--- src/wdd_consts.svh ---
`ifndef WDD_CONSTS_SVH
`define WDD_CONSTS_SVH
// apb register byte offsets
`define WDD_REG_CTRL 12'h000
`define WDD_REG_TXBASE 12'h004
`define WDD_REG_RXBASE 12'h008
`define WDD_REG_STATUS 12'h00C
`define WDD_REG_TXCFG 12'h040
`define WDD_REG_GAINBASE 12'h044
`define WDD_REG_EXCH 12'h048
`define WDD_REG_RXCNT 12'h04C
// descriptor word indices
`define WDD_TXD_WORDS 8
`define WDD_RXD_WORDS 4
`define WDD_TXW_CMD 3'h0
`define WDD_TXW_RTS 3'h1
`define WDD_TXW_BUF 3'h2
`define WDD_TXW_LEN 3'h3
`define WDD_TXW_NEXT 3'h4
`define WDD_TXW_FALL 3'h5
`define WDD_TXW_PHY 3'h6
`define WDD_TXW_MISC 3'h7
// field positions
`define WDD_OWN 31
`define WDD_DMAOK 30
`define WDD_EOR 30
`define WDD_LS 28
`define WDD_UDR 16
`define WDD_TOK 15
`define WDD_PIFS 18
`define WDD_LTSEL 16
`define WDD_GKEN 14
`define WDD_DGSEL 3
// timing
`define WDD_SIFS_NS 10000
`define WDD_CLK_NS 40
`define WDD_SIFS_CYC (`WDD_SIFS_NS / `WDD_CLK_NS)
`endif

--- src/wdd_pkg.sv ---
package wdd_pkg;
    typedef struct packed {
        logic req;
        logic wr;
        logic [31:0] addr;
        logic [31:0] wdata;
    } wdd_mem_req_s;
    typedef struct packed {
        logic [4:0] data_fall_limit;
        logic [3:0] rts_fall_limit;
        logic pifs;
        logic lifetime_select;
        logic [15:0] lifetime_bound;
        logic [4:0] preamble_bits;
        logic [15:0] frag_queue_size;
        logic use_frag_queue;
        logic [5:0] key_index;
        logic key_index_valid;
        logic [1:0] power_step_direction;
        logic [7:0] gain_base;
        logic [11:0] byte_count;
    } wdd_tx_job_s;
    typedef struct packed {
        logic underrun;
        logic success;
        logic [6:0] rts_resend_count;
        logic [7:0] frame_resend_count;
        logic [15:0] exchange_duration;
    } wdd_tx_result_s;
    typedef enum logic [1:0] {WDD_PWR_HOLD, WDD_PWR_UP, WDD_PWR_DOWN, WDD_PWR_BAD} wdd_pwr_e;
endpackage : wdd_pkg

--- src/wdd_dma.sv ---
`timescale 1ns/1ps
`default_nettype none
`include "wdd_consts.svh"
module wdd_dma (
    input wire logic pclk,
    input wire logic presetn,
    input wire logic psel,
    input wire logic penable,
    input wire logic pwrite,
    input wire logic [11:0] paddr,
    input wire logic [31:0] pwdata,
    output logic [31:0] prdata,
    output logic pready,
    output logic pslverr,
    output wdd_pkg::wdd_mem_req_s mem_req,
    input wire logic mem_ack,
    input wire logic [31:0] mem_rdata,
    output wdd_pkg::wdd_tx_job_s tx_job,
    output logic tx_start,
    input wire logic tx_done,
    input wire wdd_pkg::wdd_tx_result_s tx_result,
    input wire logic rx_frame_valid,
    input wire logic [11:0] rx_frame_len,
    output logic rx_frame_taken,
    output logic [11:0] rx_write_len,
    output logic rx_truncated,
    output logic dma_done_irq
);
    typedef enum {S_IDLE, S_TFETCH, S_TDEC, S_TSEND, S_TWB, S_RFETCH, S_RWAIT, S_RWB} wdd_state_e;
    wdd_state_e state_q;
    logic [31:0] ctrl_q, txbase_q, rxbase_q, txcfg_q, gain_q, exch_q;
    logic [31:0] tx_ptr_q, rx_ptr_q, rx_first_q;
    logic [15:0] rx_cnt_q;
    logic [2:0] widx_q;
    logic tx_paused_q, rx_paused_q, rx_turn_q;
    logic [31:0] ram_rdata, wb_word;
    logic ram_we;
    logic [2:0] ram_raddr;
    logic [31:0] w_cmd_q, w_len_q, w_fall_q, w_phy_q, w_misc_q, w_next_q, w_rts_q, w_buf_q;
    logic [31:0] rx_cmd_q;
    logic [11:0] rx_len_q;
    logic apb_wr, apb_rd;
    wdd_pkg::wdd_tx_job_s job_d;
    wdd_pkg::wdd_tx_result_s res_q;

    function automatic logic is_own(input logic [31:0] w);
        is_own = w[`WDD_OWN];
    endfunction : is_own

    assign apb_wr = psel && penable && pwrite;
    assign apb_rd = psel && !penable && !pwrite;
    assign pready = 1'b1;

    // slave decode: reads of unmapped addresses answer zero with pslverr; writes to them are ignored
    always_ff @(posedge pclk or negedge presetn) begin
        if (!presetn) begin
            ctrl_q <= 32'h0000_0000;
            txbase_q <= 32'h0000_0000;
            rxbase_q <= 32'h0000_0000;
            txcfg_q <= 32'h0000_0000;
            gain_q <= 32'h0000_0000;
        end else if (apb_wr) begin
            unique case (paddr)
                `WDD_REG_CTRL: ctrl_q <= pwdata;
                `WDD_REG_TXBASE: txbase_q <= pwdata;
                `WDD_REG_RXBASE: rxbase_q <= pwdata;
                `WDD_REG_TXCFG: txcfg_q <= pwdata;
                `WDD_REG_GAINBASE: gain_q <= pwdata;
                default: ;
            endcase
        end
    end

    always_ff @(posedge pclk or negedge presetn) begin
        if (!presetn) begin
            prdata <= 32'h0000_0000;
            pslverr <= 1'b0;
        end else if (apb_rd) begin
            pslverr <= 1'b0;
            unique case (paddr)
                `WDD_REG_CTRL: prdata <= ctrl_q;
                `WDD_REG_TXBASE: prdata <= txbase_q;
                `WDD_REG_RXBASE: prdata <= rxbase_q;
                `WDD_REG_STATUS: prdata <= {28'h0000000, rx_paused_q, tx_paused_q, 2'h0};
                `WDD_REG_TXCFG: prdata <= txcfg_q;
                `WDD_REG_GAINBASE: prdata <= gain_q;
                `WDD_REG_EXCH: prdata <= exch_q;
                `WDD_REG_RXCNT: prdata <= {16'h0000, rx_cnt_q};
                default: begin
                    prdata <= 32'h0000_0000;
                    pslverr <= 1'b1;
                end
            endcase
        end else if (!psel) begin
            pslverr <= 1'b0;
        end
    end

    wdd_desc_ram #(.DEPTH(8)) u_ram (
        .pclk(pclk),
        .we(ram_we),
        .waddr(widx_q),
        .wdata(mem_rdata),
        .raddr(ram_raddr),
        .rdata(ram_rdata)
    );
    assign ram_we = mem_ack && !mem_req.wr && (state_q == S_TFETCH);
    assign ram_raddr = widx_q;

    wdd_tx_decode u_dec (
        .w_cmd(w_cmd_q),
        .w_len(w_len_q),
        .w_fall(w_fall_q),
        .w_phy(w_phy_q),
        .w_misc(w_misc_q),
        .dur_mode(txcfg_q[2:0]),
        .multi_bssid(txcfg_q[8]),
        .ofdm_gain_base_reg(gain_q[7:0]),
        .job(job_d)
    );

    // status-form words written back; own cleared, dma-done cleared
    always_comb begin
        unique case (widx_q)
            `WDD_TXW_CMD: wb_word = {1'b0, 1'b0, w_cmd_q[29:28], 11'h000, res_q.underrun, res_q.success,
                res_q.rts_resend_count, res_q.frame_resend_count};
            `WDD_TXW_RTS: wb_word = {res_q.exchange_duration, 16'h0000};
            `WDD_TXW_BUF: wb_word = w_buf_q;
            `WDD_TXW_LEN: wb_word = {20'h00000, w_len_q[11:0]};
            `WDD_TXW_NEXT: wb_word = w_next_q;
            default: wb_word = 32'h0000_0000;
        endcase
        if (state_q == S_RWB) begin
            wb_word = {1'b0, rx_cmd_q[`WDD_EOR], 2'h3, 16'h0000, rx_len_q};
        end
    end

    always_ff @(posedge pclk or negedge presetn) begin
        if (!presetn) begin
            state_q <= S_IDLE;
            widx_q <= 3'h0;
            tx_ptr_q <= 32'h0000_0000;
            rx_ptr_q <= 32'h0000_0000;
            rx_first_q <= 32'h0000_0000;
            tx_paused_q <= 1'b0;
            rx_paused_q <= 1'b0;
            rx_turn_q <= 1'b0;
            mem_req <= '0;
            tx_start <= 1'b0;
            tx_job <= '0;
            res_q <= '0;
            exch_q <= 32'h0000_0000;
            rx_cmd_q <= 32'h0000_0000;
            rx_len_q <= 12'h000;
            rx_cnt_q <= 16'h0000;
            rx_frame_taken <= 1'b0;
            rx_write_len <= 12'h000;
            rx_truncated <= 1'b0;
            dma_done_irq <= 1'b0;
            {w_cmd_q, w_rts_q, w_buf_q, w_len_q, w_next_q, w_fall_q, w_phy_q, w_misc_q} <= '0;
        end else begin
            tx_start <= 1'b0;
            rx_frame_taken <= 1'b0;
            dma_done_irq <= 1'b0;
            if (apb_wr && paddr == `WDD_REG_TXBASE) begin
                tx_ptr_q <= pwdata;
                tx_paused_q <= 1'b0;
            end
            if (apb_wr && paddr == `WDD_REG_RXBASE) begin
                rx_ptr_q <= pwdata;
                rx_first_q <= pwdata;
                rx_paused_q <= 1'b0;
            end
            // poll writes to ctrl restart paused rings
            if (apb_wr && paddr == `WDD_REG_CTRL) begin
                tx_paused_q <= 1'b0;
                rx_paused_q <= 1'b0;
            end
            unique case (state_q)
                S_IDLE: begin
                    rx_turn_q <= !rx_turn_q;
                    if (ctrl_q[1] && !rx_paused_q && rx_turn_q) begin
                        widx_q <= 3'h0;
                        mem_req <= '{req: 1'b1, wr: 1'b0, addr: rx_ptr_q, wdata: 32'h0000_0000};
                        state_q <= S_RFETCH;
                    end else if (ctrl_q[0] && !tx_paused_q) begin
                        widx_q <= 3'h0;
                        mem_req <= '{req: 1'b1, wr: 1'b0, addr: tx_ptr_q, wdata: 32'h0000_0000};
                        state_q <= S_TFETCH;
                    end
                end
                S_TFETCH: if (mem_ack) begin
                    unique case (widx_q)
                        `WDD_TXW_CMD: w_cmd_q <= mem_rdata;
                        `WDD_TXW_RTS: w_rts_q <= mem_rdata;
                        `WDD_TXW_BUF: w_buf_q <= mem_rdata;
                        `WDD_TXW_LEN: w_len_q <= mem_rdata;
                        `WDD_TXW_NEXT: w_next_q <= mem_rdata;
                        `WDD_TXW_FALL: w_fall_q <= mem_rdata;
                        `WDD_TXW_PHY: w_phy_q <= mem_rdata;
                        default: w_misc_q <= mem_rdata;
                    endcase
                    if (widx_q == `WDD_TXW_CMD && !is_own(mem_rdata)) begin
                        mem_req <= '0;
                        tx_paused_q <= 1'b1;
                        state_q <= S_IDLE;
                    end else if (widx_q == 3'h7) begin
                        mem_req <= '0;
                        state_q <= S_TDEC;
                    end else begin
                        widx_q <= widx_q + 3'h1;
                        mem_req.addr <= mem_req.addr + 32'h0000_0004;
                    end
                end
                S_TDEC: begin
                    tx_job <= job_d;
                    if (job_d.power_step_direction == wdd_pkg::WDD_PWR_BAD) begin
                        tx_job.power_step_direction <= wdd_pkg::WDD_PWR_HOLD;
                    end
                    if (!job_d.use_frag_queue) begin
                        tx_job.frag_queue_size <= 16'h0000;
                    end
                    tx_start <= 1'b1;
                    state_q <= S_TSEND;
                end
                S_TSEND: if (tx_done) begin
                    res_q <= tx_result;
                    exch_q <= {16'h0000, tx_result.exchange_duration};
                    widx_q <= 3'h0;
                    state_q <= S_TWB;
                    mem_req <= '{req: 1'b1, wr: 1'b1, addr: tx_ptr_q, wdata: 32'h0000_0000};
                end
                S_TWB: begin
                    mem_req.wdata <= wb_word;
                    if (mem_ack && mem_req.wr) begin
                        if (widx_q == 3'h7) begin
                            mem_req <= '0;
                            dma_done_irq <= w_cmd_q[`WDD_DMAOK] && w_cmd_q[`WDD_LS] && ctrl_q[4];
                            tx_ptr_q <= w_next_q;
                            state_q <= S_IDLE;
                        end else begin
                            widx_q <= widx_q + 3'h1;
                            mem_req.addr <= mem_req.addr + 32'h0000_0004;
                        end
                    end
                end
                S_RFETCH: if (mem_ack) begin
                    if (!is_own(mem_rdata)) begin
                        mem_req <= '0;
                        rx_paused_q <= 1'b1;
                        state_q <= S_IDLE;
                    end else begin
                        rx_cmd_q <= mem_rdata;
                        mem_req <= '0;
                        state_q <= S_RWAIT;
                    end
                end
                S_RWAIT: if (rx_frame_valid) begin
                    if (rx_frame_len > rx_cmd_q[11:0]) begin
                        rx_write_len <= rx_cmd_q[11:0];
                        rx_truncated <= 1'b1;
                    end else begin
                        rx_write_len <= rx_frame_len;
                        rx_truncated <= 1'b0;
                    end
                    rx_len_q <= rx_frame_len;
                    rx_frame_taken <= 1'b1;
                    state_q <= S_RWB;
                    mem_req <= '{req: 1'b1, wr: 1'b1, addr: rx_ptr_q, wdata: 32'h0000_0000};
                end
                S_RWB: begin
                    mem_req.wdata <= wb_word;
                    if (mem_ack && mem_req.wr) begin
                        mem_req <= '0;
                        rx_cnt_q <= rx_cnt_q + 16'h0001;
                        if (rx_cmd_q[`WDD_EOR]) begin
                            rx_ptr_q <= rx_first_q;
                        end else begin
                            rx_ptr_q <= rx_ptr_q + 32'h0000_0010;
                        end
                        state_q <= S_IDLE;
                    end
                end
            endcase
        end
    end

    logic unused_ok;
    assign unused_ok = ^{ram_rdata, w_rts_q};

    property p_own_pause;
        @(posedge pclk) disable iff (!presetn)
        (state_q == S_TFETCH && mem_ack && widx_q == 3'h0 && !mem_rdata[`WDD_OWN])
            |=> tx_paused_q && state_q == S_IDLE;
    endproperty
    a_own_pause: assert property (p_own_pause) else $error("host-owned tx descriptor not paused");
    property p_rx_wrap;
        @(posedge pclk) disable iff (!presetn)
        (state_q == S_RWB && mem_ack && mem_req.wr && rx_cmd_q[`WDD_EOR]) |=> rx_ptr_q == rx_first_q;
    endproperty
    a_rx_wrap: assert property (p_rx_wrap) else $error("rx pointer did not wrap");
    property p_rx_cap;
        @(posedge pclk) disable iff (!presetn)
        rx_frame_taken |-> rx_write_len <= rx_cmd_q[11:0];
    endproperty
    a_rx_cap: assert property (p_rx_cap) else $error("rx write exceeds capacity");
    property p_next_link;
        @(posedge pclk) disable iff (!presetn)
        (state_q == S_TWB && mem_ack && mem_req.wr && widx_q == 3'h7) |=> tx_ptr_q == $past(w_next_q);
    endproperty
    a_next_link: assert property (p_next_link) else $error("next descriptor link not followed");
    property p_own_clear;
        @(posedge pclk) disable iff (!presetn)
        (mem_ack && mem_req.wr && (state_q == S_RWB || (state_q == S_TWB && widx_q == 3'h0)))
            |-> !mem_req.wdata[`WDD_OWN];
    endproperty
    a_own_clear: assert property (p_own_clear) else $error("ownership not cleared");
    property p_start_pulse;
        @(posedge pclk) disable iff (!presetn)
        tx_start |-> state_q == S_TSEND ##1 !tx_start;
    endproperty
    a_start_pulse: assert property (p_start_pulse) else $error("tx start not single pulse");
    property p_frag_gate;
        @(posedge pclk) disable iff (!presetn)
        (tx_start && !(txcfg_q[2:0] == 3'h1 || txcfg_q[2:0] == 3'h2)) |-> tx_job.frag_queue_size == 16'h0000;
    endproperty
    a_frag_gate: assert property (p_frag_gate) else $error("frag queue used outside mode 1 or 2");
    property p_rx_len;
        @(posedge pclk) disable iff (!presetn)
        (state_q == S_RWAIT && rx_frame_valid) |=> rx_len_q == $past(rx_frame_len);
    endproperty
    a_rx_len: assert property (p_rx_len) else $error("rx length not captured");
endmodule : wdd_dma
`default_nettype wire

--- src/wdd_desc_ram.sv ---
`timescale 1ns/1ps
`default_nettype none
// descriptor word store, registered read
module wdd_desc_ram #(
    parameter int DEPTH = 8
) (
    input wire logic pclk,
    input wire logic we,
    input wire logic [$clog2(DEPTH)-1:0] waddr,
    input wire logic [31:0] wdata,
    input wire logic [$clog2(DEPTH)-1:0] raddr,
    output logic [31:0] rdata
);
    logic [31:0] mem [DEPTH];
    always_ff @(posedge pclk) begin
        if (we) begin
            mem[waddr] <= wdata;
        end
        rdata <= mem[raddr];
    end
endmodule : wdd_desc_ram
`default_nettype wire

--- src/wdd_tx_decode.sv ---
`timescale 1ns/1ps
`default_nettype none
`include "wdd_consts.svh"
// combinational decode of a fetched transmit command descriptor
module wdd_tx_decode (
    input wire logic [31:0] w_cmd,
    input wire logic [31:0] w_len,
    input wire logic [31:0] w_fall,
    input wire logic [31:0] w_phy,
    input wire logic [31:0] w_misc,
    input wire logic [2:0] dur_mode,
    input wire logic multi_bssid,
    input wire logic [7:0] ofdm_gain_base_reg,
    output wdd_pkg::wdd_tx_job_s job
);
    function automatic logic [4:0] preamble_len(input logic [1:0] code);
        unique case (code)
            2'h0: preamble_len = 5'h0A;
            2'h1: preamble_len = 5'h0C;
            2'h2: preamble_len = 5'h0E;
            2'h3: preamble_len = 5'h10;
        endcase
    endfunction : preamble_len
    always_comb begin
        job.byte_count = w_len[11:0];
        job.data_fall_limit = w_fall[31:27];
        job.rts_fall_limit = w_fall[26:23];
        job.pifs = w_fall[`WDD_PIFS];
        job.lifetime_select = w_fall[`WDD_LTSEL];
        job.lifetime_bound = w_fall[`WDD_LTSEL] ? w_phy[15:0] : {8'h00, w_fall[15:8]};
        job.preamble_bits = preamble_len(w_phy[30:29]);
        job.frag_queue_size = w_misc[31:16];
        job.use_frag_queue = (dur_mode == 3'h1) || (dur_mode == 3'h2);
        job.key_index = w_misc[13:8];
        job.key_index_valid = w_misc[`WDD_GKEN] && multi_bssid;
        job.power_step_direction = w_misc[5:4];
        job.gain_base = w_misc[`WDD_DGSEL] ? w_phy[27:20] : ofdm_gain_base_reg;
        if (w_cmd[11:0] == 12'h000) begin
            job.byte_count = w_len[11:0];
        end
    end
endmodule : wdd_tx_decode
`default_nettype wire

--- config.mk ---
export PLATFORM = sky130hd
export DESIGN_NAME = wdd_dma
export DESIGN_NICKNAME = d
export VERILOG_FILES = /design/src/wdd_pkg.sv /design/src/wdd_dma.sv /design/src/wdd_desc_ram.sv /design/src/wdd_tx_decode.sv
export VERILOG_INCLUDE_DIRS = /design/src
export SDC_FILE = /design/constraint.sdc
export NUM_CORES = 1
export LEC_CHECK = 0
export BUFFER_PORTS_ARGS = -buffer_cell sky130_fd_sc_hd__buf_4
export CELL_PAD_IN_SITES_DETAIL_PLACEMENT = 1
export CELL_PAD_IN_SITES_GLOBAL_PLACEMENT = 1
export CORE_AREA = 3 3 322 324
export DETAILED_ROUTE_END_ITERATION = 6
export DIE_AREA = 0 0 325 327
export PLACE_DENSITY_LB_ADDON = 0.2
export SLEW_MARGIN = 20
export SYNTH_ARGS = -nofsm -noshare
export SYNTH_HDL_FRONTEND = slang
export SYNTH_SLANG_ARGS = --single-unit
--- constraint.sdc ---
create_clock -name pclk -period 3.1 [get_ports pclk]
set_clock_uncertainty 0.15 [all_clocks]
set_input_delay 0.155 -clock pclk [delete_from_list [all_inputs] [get_ports pclk]]
set_output_delay 0.155 -clock pclk [all_outputs]
set_load 0.1 [all_outputs]
==> Yosys cells after proc, flatten, opt, wreduce, memory -nomap -nowiden <==
Cells that the tools add are included.
{ "word_totals": {"out_inout_bits": 194, "reg_bits": 781, "inputBits": 129} }
{ "classes": {"add_sub_neg": 4, "n_lt_le_gt_ge": 1, "n_reduce_logical": 50, "eq_ne": 39, "n_bitwise": 1, "muxes": 71} }
{ "ops": {"columns": ["operator", "count"], "rows": [
  ["2-to-1 mux 32 bit", 22],
  ["2-to-1 mux 66 bit", 9],
  ["case mux 32 bit (8 select lines)", 2],
  ["case mux 66 bit (7 select lines)", 1],
  ["case mux 32 bit (5 select lines)", 1],
  ["== test 32 x 3 -> 1 bit, second input constant", 4],
  ["== test 32 x 2 -> 1 bit, second input constant", 2],
  ["== test 12 x 7 -> 1 bit, second input constant", 4],
  ["adder 32 x 3 -> 32 bit, second input constant", 1],
  ["adder 32 x 5 -> 32 bit, second input constant", 1],
  ["== test 32 x 1 -> 1 bit, second input constant", 1],
  ["== test 32 x 4 -> 1 bit, second input constant", 1],
  ["zero test 32 bit", 1],
  ["2-to-1 mux 16 bit", 2],
  ["== test 12 x 4 -> 1 bit, second input constant", 2],
  ["2-to-1 mux 3 bit", 8],
  ["AND reduction 3 bit", 8],
  ["2-to-1 mux 1 bit", 20],
  ["case mux 5 bit (4 select lines)", 1],
  ["adder 16 x 1 -> 16 bit, second input constant", 1],
  ["!= test 2 bit, second input constant", 8],
  ["AND reduction 2 bit", 8],
  ["logical AND 1 bit", 15],
  ["== test 12 x 3 -> 1 bit, second input constant", 1],
  ["27 further kinds", 42]
]} }

==> Depth between registers and ports, before layout <==
{ "depth": {"depth_word": 8, "depth_mapped": 10} }

==> Modules after synthesis <==
From an unflattened synthesis, not the netlist that was laid out.
{ "unflattened": {"hier_cells": 3077, "hier_area_um2": 33196.8} }
{ "modules_own_cells": {"columns": ["module", "seq_area_each_um2", "cells_each", "instances", "area_per_inst_um2"], "rows": [
  ["wdd_dma", 18117.4, 2990, 1, 32481.2],
  ["wdd_tx_decode", 0.0, 87, 1, 715.7]
]} }

==> Least setup slack after synthesis <==
No wires, ideal clock.
{ "synth_path": {"kind": "reg2reg", "startpoint": "register mem_req[42] in the netlist's numbering", "endpoint": "register mem_req[63] in the netlist's numbering", "slack_ns": 0.242, "synth_period_minus_slack_ns": 2.858, "path_buffers": 1, "t_arrival_ns": 2.580, "stages_incl_launch_ff": 8, "cell_sequence": "dfrtp_1 > nand3_1 > or4_1 > buf_2 > nor4_4 > a31oi_1 > o21ai_1 > o21ai_1"} }
{ "synth_between": {"elab_chain_cells": 5, "word_cells_on_any_way": 6, "classes_between": "1 x add/sub; 5 x mux"} }
{ "synth_lines": {"columns": ["item", "line_no", "source"], "rows": [
  ["start: declaration", "wdd_dma.sv:15", "output wdd_pkg::wdd_mem_req_s mem_req,"],
  ["start signal: assignment", "wdd_dma.sv:184", "mem_req <= '{req: 1'b1, wr: 1'b0, addr: rx_ptr_q, wdata: 32'h0000_0000};"],
  ["start signal: assignment", "wdd_dma.sv:188", "mem_req <= '{req: 1'b1, wr: 1'b0, addr: tx_ptr_q, wdata: 32'h0000_0000};"],
  ["start signal: assignment", "wdd_dma.sv:231", "mem_req <= '{req: 1'b1, wr: 1'b1, addr: tx_ptr_q, wdata: 32'h0000_0000};"],
  ["adder 32 x 3 -> 32 bit (*)", "wdd_dma.sv:212, wdd_dma.sv:243", null],
  ["2-to-1 mux 32 bit (*)", "wdd_dma.sv:207, wdd_dma.sv:236", null],
  ["2-to-1 mux 66 bit", "wdd_dma.sv:203", "if (widx_q == `WDD_TXW_CMD && !is_own(mem_rdata)) begin"],
  ["2-to-1 mux 66 bit", "wdd_dma.sv:192", "S_TFETCH: if (mem_ack) begin"],
  ["case mux 66 bit (7 select lines) (*)", "wdd_dma.sv:179", "unique case (state_q)"]
]} }
Every way passes the cells marked *; elsewhere a longest branch is shown, timed or not. The select of a mux whose other input is x is not followed.
A chain may end at the register's enable or synchronous reset.

==> Worst setup path after layout <==
{ "layout_path": {"startpoint": "register state_q[0]", "endpoint": "register w_next_q[6]"} }
{ "layout_between": {"elab_chain_cells": 2} }
{ "layout_lines": {"columns": ["item", "line_no", "source"], "rows": [
  ["start: declaration", "wdd_dma.sv:30", "wdd_state_e state_q;"],
  ["start signal: assignment", "wdd_dma.sv:140", "state_q <= S_IDLE;"],
  ["start signal: assignment", "wdd_dma.sv:185", "state_q <= S_RFETCH;"],
  ["start signal: assignment", "wdd_dma.sv:189", "state_q <= S_TFETCH;"],
  ["== test 32 x 1 -> 1 bit", "wdd_dma.sv:179", null],
  ["AND reduction 3 bit (no line)", null, null],
  ["end signal: assignment", "wdd_dma.sv:198", "`WDD_TXW_NEXT: w_next_q <= mem_rdata;"],
  ["end: declaration", "wdd_dma.sv:39", "logic [31:0] w_cmd_q, w_len_q, w_fall_q, w_phy_q, w_misc_q, w_next_q, w_rts_q, w_buf_q;"]
]} }
No other way between the ends.

==> results.md <==
Status:
- The run finished with clean final reports.

Synthesis:
- Among all flip-flop cells after synthesis, the most frequent one is sky130_fd_sc_hd__dfrtp_1.
- The count of flip-flops with a built-in enable after synthesis is 0.
- The cell taking the most area after synthesis is sky130_fd_sc_hd__dfrtp_1.
- Each instance of the synthesized netlist takes up on average 11.5 um2.
- Of the post-synthesis cell area, the dominant cell type holds 53.8%.
- The number of standard cells after synthesis is 2635.
- The yosys synthesis warning count is 0.
- The number of distinct library cells after synthesis is 79.
- The sequential share of the synthesized area is 53.8%.
- Of all flip-flops after synthesis, the portion carrying an async set or reset was 100%.
- By count the netlist is led by sky130_fd_sc_hd__dfrtp_1, sky130_fd_sc_hd__mux2_2, sky130_fd_sc_hd__nand2_1.
- The number of nets handed over by synthesis was 2789.
- After synthesis, the cell types taking the most area are sky130_fd_sc_hd__dfrtp_1, sky130_fd_sc_hd__mux2_2, sky130_fd_sc_hd__nand2_1.
- The cell with the most instances after synthesis is sky130_fd_sc_hd__dfrtp_1.
- The summed instance area of the synthesized netlist is 30200 um2.
- Synthesis inferred 649 register bits.

Setup path:
- The worst setup path is captured at a register.
- The worst setup path is launched from a register.
- The setup path with the least slack is of type reg -> reg.
- The worst reg2reg path startpoint is state_q[0].
- For flop-to-flop paths, the worst setup slack is 150 ps.
- The biggest fanout along the worst timing path is 30.
- The worst-case reg-to-reg path depth is 6.
- The terminus of the critical flop-to-flop path is w_next_q[6].
- The required time of the critical path is 3470 ps.
- The signal arrival time at the worst endpoint is 3310 ps.

CTS:
- Counting every sink on the clock net gives 649.
- The number of buffers on the longest clock path is 3.
- TritonCTS created 79 clock buffers.
- The clock latency reported for the late side of the worst-skew pair is 650 ps.
- Once the clock tree was built, the setup fixing pass inserted 0 buffers.
- The cell at the root of the clock tree is sky130_fd_sc_hd__clkbuf_16.
- The H-tree depth is 3.
- TritonCTS built the clock tree.
- The clock slew at the register clock pins of the worst setup and hold paths is 60 ps.

Cells and area:
- For this run, the number of standard cells in the final layout without fillers is 4516.
- Cells with a size suffix above 1 make up 31.7% of the layout.
- In the final layout, flip-flops and latches occupy 16200 um2.
- The layout-stage area growth over the synthesis result is 27.3%.
- The number of inserted filler cells in the final layout is 10.9k.
- The final layout contains 3229 nets.
- The area occupied by multi-input gates is 13100 um2.

Routing:
- The number of DRC markers after the initial detailed-route iteration is 1300.
- The detailed router placed 23.4k vias in this run.
- The DRC violations left is 0.
- The first detailed-routing pass took 6 iterations.
- The detail-routed net length per standard cell is 25.8 um.
- The final layout contains routed wiring with a total length of 117000 um.
- In this run the remaining antenna-violating nets after routing total 0.
- The average via count per standard cell is 5.19.

Global routing:
- Summed over all layers, the global routing overflow is 0.
- The total global routing track utilization is 21.5%.
- The largest net degree at the start of global routing is 109.
- The initial antenna violation count is 18.
- The first global-routing pass estimated 172000 um of wire.
- The via count of the first global-routing pass was 25.3k.

Floorplan:
- Measured along the x axis, the die boundary spans 325 um.
- The floorplan has 117 rows.
- The initial utilization of the core area, before any placement, comes to 29.8%.
- The total area inside the core boundary comes to 101000 um2.
- The area of the die is 106000 um2.
- The top-level I/O count is 323.
- The die height is 327 um.

Timing:
- After routing, the total negative slack on setup checks comes to 0 ps.
- The routed design could run at a clock period as short as 2950 ps.
- Setup repair after global routing left no endpoint under its margin.
- The period utilization is 95.1%.
- The worst slew margin relative to its limit is 34.4%.
- Derived from the worst setup path, the maximum achievable clock frequency is 0.339 GHz.
- The number of hold violations in the final report came to 0.
- Setup violations remaining at the end of the flow were counted as 0.
- The slew at the pin closest to its max-slew limit is 985 ps.
- The max-slew violation total from the final report came to 0.

Placed design:
- The placer's final routability congestion estimate is 0.854.
- Once detailed placement completed, the half-perimeter wirelength came to 83300 um.
- The number of buffers added on ports is 320.
- Including well taps, the total number of placed cells is 4239.

Power and ir drop:
- The power per unit of standard cell area is 500 nW/um2.
- The internal power summed over all cells is 14.7 mW.
- The maximum VDD drop is 330 uV.
- Summed over all nets, the switching power comes to 4.52 mW.
- The leakage power is 18.0 nW.
- Combinational logic burns 4.5% of the power.
- Per report_power, the sequential group accounts for 44.2% of the total.
- In this run, the clock network consumes 51.3% of the power.
- Of the total power, the share spent switching nets is 23.5%.

Hold path:
- The worst hold path was traced through 6 stages.
- The class of the tightest hold or removal check is in -> reg.
- The startpoint identified for the worst hold timing path is paddr[11].
- For hold timing, the worst endpoint is prdata[5].

Flow run:
- Across the run, the number of max-cap violations was 0.
## cell usage in the layout, fill, tap and decap left out, types with 21 or more instances in the layout
cell type,netlist,routed
sky130_fd_sc_hd__a31oi_1,24,23
sky130_fd_sc_hd__dfrtp_1,649,649
sky130_fd_sc_hd__nand3_1,53,52
sky130_fd_sc_hd__inv_1,33,33
sky130_fd_sc_hd__clkbuf_16,0,80
sky130_fd_sc_hd__xnor2_1,30,30
sky130_fd_sc_hd__nand4_1,21,21
sky130_fd_sc_hd__nor2_1,105,104
sky130_fd_sc_hd__mux2i_1,83,83
sky130_fd_sc_hd__nor3_1,27,27
sky130_fd_sc_hd__o21ai_0,149,149
sky130_fd_sc_hd__a22o_1,63,63
sky130_fd_sc_hd__mux2_2,383,383
sky130_fd_sc_hd__a21oi_1,83,83
sky130_fd_sc_hd__buf_4,15,396
sky130_fd_sc_hd__ha_1,25,25
sky130_fd_sc_hd__dlygate4sd3_1,0,121
sky130_fd_sc_hd__a22oi_1,54,54
sky130_fd_sc_hd__nand2_1,375,374
sky130_fd_sc_hd__o22ai_1,23,23
## sequential cells by signal, summed over array words and instances (netlist names), 3 cells and up
name	cells
w_len_q	12
res_q	33
rx_ptr_q	32
w_fall_q	19
rx_write_len	12
w_buf_q	32
rx_len_q	12
state_q	3
tx_ptr_q	32
rx_cnt_q	16
mem_req	66
txcfg_q	32
w_cmd_q	3
gain_q	32
w_phy_q	26
ctrl_q	32
prdata	32
ram_raddr	3
w_next_q	32
w_misc_q	26
txbase_q	32
rxbase_q	32
tx_job	77
rx_cmd_q	13
## what timing repair did
action,in CTS,in global routing
hold buffers,122,0
setup endpoints to repair,0,18
hold endpoints to repair,995,0
resized for setup,0,0
## stage by stage
step	hold WS [ps]	utilization (%)	cell area [um2]	worst slack [ps]	total power, mW
6_report	39.2	37.9	38400	153	19.2
5_1_grt	66.4	37.9	38400	32.9	19.9
4_1_cts	9.22	37.8	38400	36.2	19.5
3_5_place_dp	-1.97	33.9	34400	64.3	9.41
3_3_place_gp	6.99	33.9	34400	212	9.40
2_1_floorplan	-291	-	30200	242	8.84
## final cells by class
class                           count  area share [%]
Tap cell                         1368            4.45
Inverter                           38           0.371
Timing Repair Buffer              532            11.7
Sequential cell                   649            42.3
Antenna cell                       10          0.0651
Multi-Input combinational cell   1775            34.0
Clock buffer                      110            5.95
Clock inverter                     34            1.21
## worst max-delay path, stage by stage (launching register included)
cell and delay (ps):
sky130_fd_sc_hd__dfrtp_1 730, sky130_fd_sc_hd__inv_2 190, sky130_fd_sc_hd__nor2_1 260, sky130_fd_sc_hd__and3_1 520, sky130_fd_sc_hd__and2_1 320, sky130_fd_sc_hd__buf_12 260, sky130_fd_sc_hd__mux2_2 370
## layer usage
layer  global-route usage, %  routed length [um]  vias to the layer above
met5                       0                  76                        -
met4                    7.68                4190                       12
met3                    3.74                4890                      165
met2                    37.2               57500                      571
met1                    27.0               49900                    12240
li1                        -                   -                    10441
## cell families after synthesis
logic type               Yosys count  share of synthesized area [%]
flip-flops                       649                           53.8
other                              2                         0.0249
buffers and inverters            212                           3.09
multiplexers                     486                           18.5
adder cells (fa/ha/maj)           25                           1.04
AO/OA/AOI/OAI                    544                           12.1
XOR/XNOR                          43                           1.25
AND/OR/NAND/NOR                  674                           10.2
## worst max path at each step
stage / startpoint / endpoint / depth (start not counted)
after detailed placement: ram_raddr[0] / mem_req[37] / 10
final: state_q[0] / w_next_q[6] / 6
after floorplan: mem_req[42] / mem_req[63] / 7
after global routing: state_q[0] / w_next_q[6] / 6
after global placement: ram_raddr[0] / mem_req[39] / 10
after CTS: ram_raddr[0] / mem_req[37] / 10
## power groups by stage
stage	clock network, mW	registers [mW]	logic [mW]
5_1_grt	10.4	8.49	0.946
2_1_floorplan	0	8.73	0.118
3_5_place_dp	0	8.65	0.760
6_report	9.86	8.50	0.874
4_1_cts	10.1	8.50	0.899
3_3_place_gp	0	8.65	0.747
Power figures use the tool's default switching activity.
